--- src/pkg/ldc_pkg.sv ---
`default_nettype none
package ldc_pkg;
   // register index (word) on the plain port
   localparam logic [1:0] LDC_ADDR_CTRL_MAIN   = 2'h0;
   localparam logic [1:0] LDC_ADDR_LEVEL_SEL   = 2'h1;
   localparam logic [1:0] LDC_ADDR_STATUS      = 2'h2;

   // converter_control_main fields
   localparam int LDC_BIT_ENABLE    = 7;
   localparam int LDC_BIT_LPS       = 6;
   localparam int LDC_BIT_PIN_OE    = 5;
   localparam int LDC_BIT_PSS_HI    = 3;
   localparam int LDC_BIT_PSS_LO    = 2;
   localparam logic [7:0] LDC_MAIN_MASK  = 8'hec;
   localparam logic [7:0] LDC_LEVEL_MASK = 8'h1f;
   localparam logic [7:0] LDC_MAIN_RST   = 8'h00;
   localparam logic [7:0] LDC_LEVEL_RST  = 8'h00;

   localparam int LDC_LEVEL_W = 5;
   localparam int LDC_LEVELS  = 32;
   localparam logic [4:0] LDC_CODE_TOP = 5'h1f;
   localparam logic [4:0] LDC_CODE_BOT = 5'h00;

   // positive_source_select encodings
   localparam logic [1:0] LDC_PSS_SUPPLY   = 2'h0;
   localparam logic [1:0] LDC_PSS_EXT_REF  = 2'h1;
   localparam logic [1:0] LDC_PSS_FIXED    = 2'h2;
   localparam logic [1:0] LDC_PSS_RESERVED = 2'h3;

   typedef enum logic [1:0] {
      LDC_MODE_OFF       = 2'h0,
      LDC_MODE_LADDER    = 2'h1,
      LDC_MODE_CLAMP_POS = 2'h3,
      LDC_MODE_CLAMP_NEG = 2'h2
   } ldc_mode_type;

   typedef struct packed {
      logic       converter_enable;
      logic       low_power_source_select;
      logic       pin_output_enable;
      logic [1:0] positive_source_select;
      logic [4:0] level_code;
   } ldc_cfg_type;

   typedef struct packed {
      logic       src_pos_connect;
      logic       src_neg_connect;
      logic       sel_supply;
      logic       sel_ext_ref;
      logic       sel_fixed_reference;
      logic [31:0] tap_onehot;
      ldc_mode_type mode;
   } ldc_ladder_type;

   typedef struct packed {
      logic route_to_pin;
      logic dig_drv_off;
      logic dig_in_off;
   } ldc_pin_type;
endpackage : ldc_pkg
`default_nettype wire

--- src/hw/ldc_tap_decode.sv ---
`default_nettype none
module ldc_tap_decode
   import ldc_pkg::*;
(
   input  wire logic [4:0]  code,
   input  wire logic        active,
   output logic      [31:0] tap
);
   // one tap per level; output = neg + diff*code/32
   genvar g;
   generate
      for (g = 0; g < LDC_LEVELS; g++) begin : g_tap
         assign tap[g] = active && (code == 5'(g));
      end
   endgenerate
endmodule : ldc_tap_decode
`default_nettype wire

--- src/hw/ldc_pin_ctrl.sv ---
`default_nettype none
module ldc_pin_ctrl
   import ldc_pkg::*;
(
   input  wire logic  clock,
   input  wire logic  rst_n,
   input  wire logic  route,
   input  wire logic  pin_in,
   output logic       pin_read
);
   typedef struct packed {
      logic s1;
      logic s2;
   } ldc_sync_type;
   ldc_sync_type st_r, st_nxt;

   always_comb begin
      st_nxt    = st_r;
      st_nxt.s1 = pin_in;
      st_nxt.s2 = st_r.s1;
   end

   always_ff @(posedge clock) begin
      if (!rst_n) begin
         st_r <= '0;
      end else begin
         st_r <= st_nxt;
      end
   end

   // detector forced off while the level drives the pin
   assign pin_read = route ? 1'b0 : st_r.s2;
endmodule : ldc_pin_ctrl
`default_nettype wire

--- src/hw/ldc_top.sv ---
// The register offsets and strobed register access are this design's own decisions.
`default_nettype none
module ldc_top
   import ldc_pkg::*;
(
   input  wire logic       clock,
   input  wire logic       rst_n,
   input  wire logic [1:0] addr,
   input  wire logic [7:0] wdata,
   input  wire logic       wr,
   input  wire logic       rd,
   output logic      [7:0] rdata,
   input  wire logic       sleep_wake,
   input  wire logic       pin_in,
   output logic            pin_read,
   output logic            analog_output_pin_connect,
   output logic            pin_dig_drv_off,
   output logic            pin_dig_in_off,
   output logic            src_pos_connect,
   output logic            src_neg_connect,
   output logic            src_neg_to_ground,
   output logic            sel_supply,
   output logic            sel_ext_ref,
   output logic            sel_fixed_reference,
   output logic      [31:0] tap_select,
   output logic            clamp_pos,
   output logic            clamp_neg
);
   ////////////////////////////////////////////////////////////////////////
   typedef struct packed {
      logic [7:0]    main;
      logic [7:0]    level;
      logic [7:0]    rdata;
      ldc_ladder_type lad;
      ldc_pin_type   pin;
   } ldc_state_type;

   ldc_state_type st_r, st_nxt;
   ldc_cfg_type   cfg;
   logic [31:0]   tap_w;
   logic          ladder_on;
   ldc_mode_type  mode;

   assign cfg.converter_enable        = st_r.main[LDC_BIT_ENABLE];
   assign cfg.low_power_source_select = st_r.main[LDC_BIT_LPS];
   assign cfg.pin_output_enable       = st_r.main[LDC_BIT_PIN_OE];
   assign cfg.positive_source_select  =
      st_r.main[LDC_BIT_PSS_HI:LDC_BIT_PSS_LO];
   assign cfg.level_code = st_r.level[LDC_LEVEL_W-1:0];

   assign ladder_on = cfg.converter_enable;

   ////////////////////////////////////////////////////////////////////////
   // mode decode; disabled codes other than the clamp ones leave ladder idle
   always_comb begin
      if (cfg.converter_enable) begin
         mode = LDC_MODE_LADDER;
      end else if (cfg.low_power_source_select &&
                   cfg.level_code == LDC_CODE_TOP) begin
         mode = LDC_MODE_CLAMP_POS;
      end else if (!cfg.low_power_source_select &&
                   cfg.level_code == LDC_CODE_BOT) begin
         mode = LDC_MODE_CLAMP_NEG;
      end else begin
         mode = LDC_MODE_OFF;
      end
   end

   ldc_tap_decode u_tap (
      .code   (cfg.level_code),
      .active (ladder_on),
      .tap    (tap_w)
   );

   ////////////////////////////////////////////////////////////////////////
   always_comb begin
      st_nxt = st_r;
      // sleep_wake only marks a wake; no field is touched by it
      if (wr && addr == LDC_ADDR_CTRL_MAIN) begin
         st_nxt.main = wdata & LDC_MAIN_MASK;
      end
      if (wr && addr == LDC_ADDR_LEVEL_SEL) begin
         st_nxt.level = wdata & LDC_LEVEL_MASK;
      end
      if (sleep_wake) begin
         st_nxt.main = st_nxt.main;
      end

      st_nxt.rdata = 8'h00;
      if (rd) begin
         case (addr)
            LDC_ADDR_CTRL_MAIN: st_nxt.rdata = st_r.main;
            LDC_ADDR_LEVEL_SEL: st_nxt.rdata = st_r.level;
            LDC_ADDR_STATUS: begin
               st_nxt.rdata = {6'h00, mode};
            end
            default: st_nxt.rdata = 8'h00;
         endcase
      end

      st_nxt.lad.mode       = mode;
      st_nxt.lad.tap_onehot = tap_w;
      // disabled: one source is always cut for low power
      st_nxt.lad.src_neg_connect =
         ladder_on || !cfg.low_power_source_select;
      st_nxt.lad.src_pos_connect =
         ladder_on || cfg.low_power_source_select;
      st_nxt.lad.sel_supply =
         cfg.positive_source_select == LDC_PSS_SUPPLY;
      st_nxt.lad.sel_ext_ref =
         cfg.positive_source_select == LDC_PSS_EXT_REF;
      st_nxt.lad.sel_fixed_reference =
         cfg.positive_source_select == LDC_PSS_FIXED;

      st_nxt.pin.route_to_pin = cfg.pin_output_enable;
      st_nxt.pin.dig_drv_off  = cfg.pin_output_enable;
      st_nxt.pin.dig_in_off   = cfg.pin_output_enable;
   end

   always_ff @(posedge clock) begin
      if (!rst_n) begin
         st_r       <= '0;
         st_r.main  <= LDC_MAIN_RST;
         st_r.level <= LDC_LEVEL_RST;
         st_r.lad.src_neg_connect <= 1'b1;
         st_r.lad.sel_supply      <= 1'b1;
      end else begin
         st_r <= st_nxt;
      end
   end

   ////////////////////////////////////////////////////////////////////////
   ldc_pin_ctrl u_pin (
      .clock    (clock),
      .rst_n    (rst_n),
      .route    (st_r.pin.dig_in_off),
      .pin_in   (pin_in),
      .pin_read (pin_read)
   );

   assign rdata                     = st_r.rdata;
   assign analog_output_pin_connect = st_r.pin.route_to_pin;
   assign pin_dig_drv_off           = st_r.pin.dig_drv_off;
   assign pin_dig_in_off            = st_r.pin.dig_in_off;
   assign src_pos_connect           = st_r.lad.src_pos_connect;
   assign src_neg_connect           = st_r.lad.src_neg_connect;
   assign src_neg_to_ground         = 1'b1;
   assign sel_supply                = st_r.lad.sel_supply;
   assign sel_ext_ref               = st_r.lad.sel_ext_ref;
   assign sel_fixed_reference       = st_r.lad.sel_fixed_reference;
   assign tap_select                = st_r.lad.tap_onehot;
   assign clamp_pos = st_r.lad.mode == LDC_MODE_CLAMP_POS;
   assign clamp_neg = st_r.lad.mode == LDC_MODE_CLAMP_NEG;
endmodule : ldc_top
`default_nettype wire

--- config.mk ---
export PLATFORM = sky130hd
export DESIGN_NAME = ldc_top
export DESIGN_NICKNAME = d
export VERILOG_FILES = /design/src/pkg/ldc_pkg.sv /design/src/hw/ldc_tap_decode.sv /design/src/hw/ldc_pin_ctrl.sv /design/src/hw/ldc_top.sv
export SDC_FILE = /design/constraint.sdc
export NUM_CORES = 1
export LEC_CHECK = 0
export BUFFER_PORTS_ARGS = -buffer_cell sky130_fd_sc_hd__buf_2
export CORE_MARGIN = 2
export CORE_UTILIZATION = 50
export CTS_CLUSTER_SIZE = 40
export DETAILED_ROUTE_END_ITERATION = 6
export GPL_ROUTABILITY_DRIVEN = 1
export PLACE_DENSITY = 0.78
export SLEW_MARGIN = 30
export SYNTH_ARGS = -nofsm -noshare
export SYNTH_HDL_FRONTEND = slang
export SYNTH_SLANG_ARGS = --single-unit
export TNS_END_PERCENT = 100
--- constraint.sdc ---
create_clock -name clock -period 1.4 [get_ports clock]
set_clock_uncertainty 0.15 [all_clocks]
set_input_delay 0.07 -clock clock [delete_from_list [all_inputs] [get_ports clock]]
set_output_delay 0.07 -clock clock [all_outputs]
set_load 0.02 [all_outputs]
== Yosys cells after proc, flatten, opt, wreduce, memory -nomap -nowiden ==
Index checks and enable logic that the tools add are counted.

* Output and inout bits: 52
* Word-level logic and storage cells: 98
* Register bits: 60
* Input bits: 16

* Reductions and logical operators: 43
* Multiplexer cells: 5
* Eq/ne operators: 37

{| class="wikitable"
|+ Operators with widths
! cell !! number
|-
| $eq A5 B5 Y1 const B || 16
|-
| $eq A5 B4 Y1 const B || 8
|-
| $logic_and A1 B1 Y1 || 36
|-
| $pmux W8 S3 || 1
|-
| $eq A5 B3 Y1 const B || 4
|-
| $eq A5 B2 Y1 const B || 2
|-
| $eq A2 B2 Y1 const B || 4
|-
| $mux W2 || 3
|-
| $eq A5 B1 Y1 const B || 1
|-
| $logic_not A5 Y1 || 1
|-
| $eq A2 B1 Y1 const B || 2
|-
| $logic_not A2 Y1 || 2
|-
| $logic_or A1 B1 Y1 || 2
|-
| $reduce_and A2 Y1 || 1
|-
| $logic_not A1 Y1 || 1
|-
| $mux W1 || 1
|}

== Logic depth before layout (Yosys ltp) ==
* Depth in word-level cells: 6
* Gate-level depth with buffers: 5

== Hierarchy ==
Synthesis repeated with hierarchy kept, for this count alone.

* Cells, all modules: 256
* Area total of the unflattened synthesis: 2436.1 um2

{| class="wikitable"
|+ Modules (own cells, without submodules)
! module !! area an instance (um2) !! cells an instance !! sequential area each (um2) !! instances
|-
| ldc_top || 2135.8 || 204 || 1161.1 || 1
|-
| ldc_tap_decode || 234.0 || 47 || 0.0 || 1
|-
| ldc_pin_ctrl || 66.3 || 5 || 40.0 || 1
|}

== Worst setup path after synthesis ==
OpenSTA, ideal clock, no wires.

* Kind: register to register
* From: register st_r, in the netlist cfg[3]
* To: register st_r, in the netlist rdata[1]
* Path buffers: 1
* Setup time: 0.087 ns
* Data required time: 1.163 ns
* Stages on the path, launching flop included: 5
* Data arrival time: 0.994 ns
* Slack: 0.169 ns
* Cells stage by stage: dfxtp_1 -> buf_2 -> and4_1 -> a32oi_1 -> o31ai_1

* Cells in the longest elaborated chain, start to end: 6

{| class="wikitable"
|+ Ends and longest elaborated chain
! element !! line !! source
|-
| start, declared || ldc_top.sv:38 || <nowiki>ldc_state_type st_r, st_nxt;</nowiki>
|-
| start signal, assigned || ldc_top.sv:128 || <nowiki>st_r <= st_nxt;</nowiki>
|-
| $logic_not A5 Y1 || ldc_top.sv:62 || <nowiki>cfg.level_code == LDC_CODE_BOT) begin</nowiki>
|-
| $logic_and A1 B1 Y1 || ldc_top.sv:61 || <nowiki>end else if (!cfg.low_power_source_select &&</nowiki>
|-
| $mux W2 || ldc_top.sv:61 ||
|-
| $mux W2 * || ldc_top.sv:58 || <nowiki>end else if (cfg.low_power_source_select &&</nowiki>
|-
| $mux W2 * || ldc_top.sv:56 || <nowiki>if (cfg.converter_enable) begin</nowiki>
|-
| $pmux W8 S3 * || ldc_top.sv:91 || <nowiki>case (addr)</nowiki>
|}

Every way passes the cells marked *; elsewhere a longest branch is shown, timed or not.
A chain may end at the register's enable or synchronous reset.

==> metrics.csv <==
metric,value,unit
wl_per_cell,11.9,um
detail_route.vias_per_cell,4.69,
drive_above_1_share,33.6,%
initial_core_util,51.7,%
most-common-layout-cells,"64 x buf_2, 59 x dfxtp_1, 30 x nor2_1",
p_leak,1.22,nW
cp_common_cell,dlygate4sd3_1,
drcViolationCount,0,
die_width,71.1,um
portBuffers,65,
antenna_found_initial,0,
setup_ws,51.0,ps
clock-sinks,60,
ios,68,
drt_wl_total,4060,um
clk_path_buf_depth,2,
place_area,2370,um^2
drv_slew,0,
cp.arrival,1460,ps
cp-start-kind,input pin,
crit_family,buffers and inverters,
finalCritPeriodShare,96.4,%
first_pass_iters,4,
final_cell_area,2740,um^2
grt_usage,16.9,%
ant_nets,0,
netlist_area,2250,um^2
hold_violations,0,
worst-setup-path-type,in2reg,
setup-violations-final,0,
critPathRequiredTime,1510,ps
place.gp.congestion,0.718,
crit_path_cell_trace,"dlygate4sd3_1, buf_2, nand3_1, dlygate4sd3_1, a21boi_0",
grt_pass1_vias,1522,
drv_cap,0,
async_flop_share,0,%
powerDensity,1270,nW/um^2
multi_input_area,681,um^2
yosys_warnings,0,
seq_area,1200,um^2
antennaDiodeCount,0,
crit_buf_inv,3,
slowest_stage,dlygate4sd3_1,
htreeDepth,3,
die_area,5050,um^2
tns,0,ps
rows,24,
synth_area_per_cell,9.70,um^2
overflow,0,
grt_pass1_wl,6560,um
status,"finished, final reports clean",
grt_max_degree,15,
cp_slowest_stage_delay,570,ps
nets,300,
drt_iter0_markers,66,
fillers,350,
synth_flop_cell,dfxtp_1,
dp_worst_setup_slack,131,ps
layout.cells.most_common,buf_2,
synth_seq_area_share,53.4,%
fp.coreArea,4350,um^2
peakVddDrop,1070,uV
postSynthCellCount,232,
end_kind,register,
num_vias,1600,
dp_hpwl,2850,um
cts_buffers,9,
cts_tree,done,
clkLatencyLatePin,330,ps
cts.clk_slew.worst_paths,60,ps
rsz0062_at_grt,no,
worst-path-max-fanout,2,
syn_nets,248,
ctsRootBufferMaster,clkbuf_8,
hold_class,in2reg,
die_h,71.1,um
yosysUniqueCellTypes,29,
synth-edff-count,0,
fmax,0.741,GHz
finalCriticalPeriod,1350,ps
syn_to_final_growth,21.5,%
yosys_register_bits,60,
==> flip-flops by register name (all words and copies together) (netlist names), 2 cells and up <==
name,flops
tap_select,32
cfg,10
rdata,8
st_r,2
==> synth_stat cells (2+ instances only) <==
| cell type | n | area [um^2] |
|---|---|---|
| dfxtp_1 | 60 | 1200 |
| buf_4 | 44 | 330 |
| nor2_1 | 30 | 113 |
| nand2_1 | 13 | 48.8 |
| nand3_1 | 10 | 50.1 |
| nor2b_1 | 10 | 62.6 |
| nor3_1 | 9 | 45.0 |
| mux2i_1 | 7 | 70.1 |
| nand2b_1 | 7 | 43.8 |
| buf_2 | 6 | 30.0 |
| a21boi_0 | 5 | 37.5 |
| and2_1 | 5 | 31.3 |
| clkbuf_1 | 3 | 11.3 |
| nand3b_1 | 3 | 22.5 |
| nor4b_1 | 3 | 26.3 |
| a21oi_1 | 2 | 10.0 |
| and3b_1 | 2 | 17.5 |
| nand4_1 | 2 | 12.5 |
==> per-stage QoR <==
| step | util [%] | power [mW] | instances | hold WS [ps] |
|---|---|---|---|---|
| detailed placement | 54.4 | 1.96 | 309 | 130 |
| global placement | 54.4 | 1.95 | 309 | 127 |
| global route | 62.8 | 3.61 | 341 | 71.4 |
| finish | 62.8 | 3.48 | 341 | 56.8 |
| CTS | 62.7 | 3.49 | 341 | 50.5 |
| floorplan | - | 1.90 | 232 | 47.3 |
==> worst paths after layout <==
| kind | from | end | slack [ps] | depth (start not counted) |
|---|---|---|---|---|
| max | wdata[2] | cfg[2] | 50 | 5 |
| min | addr[1] | cfg[7] | 60 | 4 |
| max reg2reg | cfg[2] | rdata[1] | 120 | 3 |
| min reg2reg | u_pin.st_nxt[0] | u_pin.st_r[0] | 290 | 1 |
==> report_power, final <==
part           internal (mW)  switching, mW
Combinational          0.106          0.103
Sequential              1.73         0.0180
Clock                  0.865          0.658
Total                   2.70          0.779
==> metal layers <==
metal | vias to the layer above | routed length (um) | track usage [%]
li1 | 816 | - | -
met1 | 723 | 1790 | 19.6
met2 | 49 | 1960 | 27.8
met3 | 12 | 218 | 5.13
met4 | 0 | 91 | 9.43
met5 | - | 0 | 0
==> final cells by class <==
cell class / instances / share of cell area [%]
Sequential cell: 60 / 44.0
Multi-Input combinational cell: 119 / 24.9
Timing Repair Buffer: 94 / 21.4
Clock buffer: 10 / 5.03
Tap cell: 52 / 2.38
Clock inverter: 6 / 2.33
==> worst min-delay path, stage by stage <==
cell and delay [ps]:
buf_2 140, nor3b_4 90, mux2i_1 140, nor2b_1 60
==> kinds of logic (layout without fill, tap and decap cells) <==
kind of cell / Yosys count / after routing / share of synthesized area [%]
compound gates: 12 / 12 / 3.72
buf+inv: 53 / 110 / 16.5
flops: 60 / 60 / 53.4
mux: 7 / 7 / 3.11
other cells: 1 / 1 / 0.167
simple gates: 99 / 99 / 23.1
==> timing repair <==
action	in CTS	in global routing
hold buffers	16	0
setup buffers	0	0
endpoints found under the hold margin	27	0
gates resized for setup	0	3
setup endpoints to repair	0	3
No activity file was read; power rests on OpenSTA's default activity.
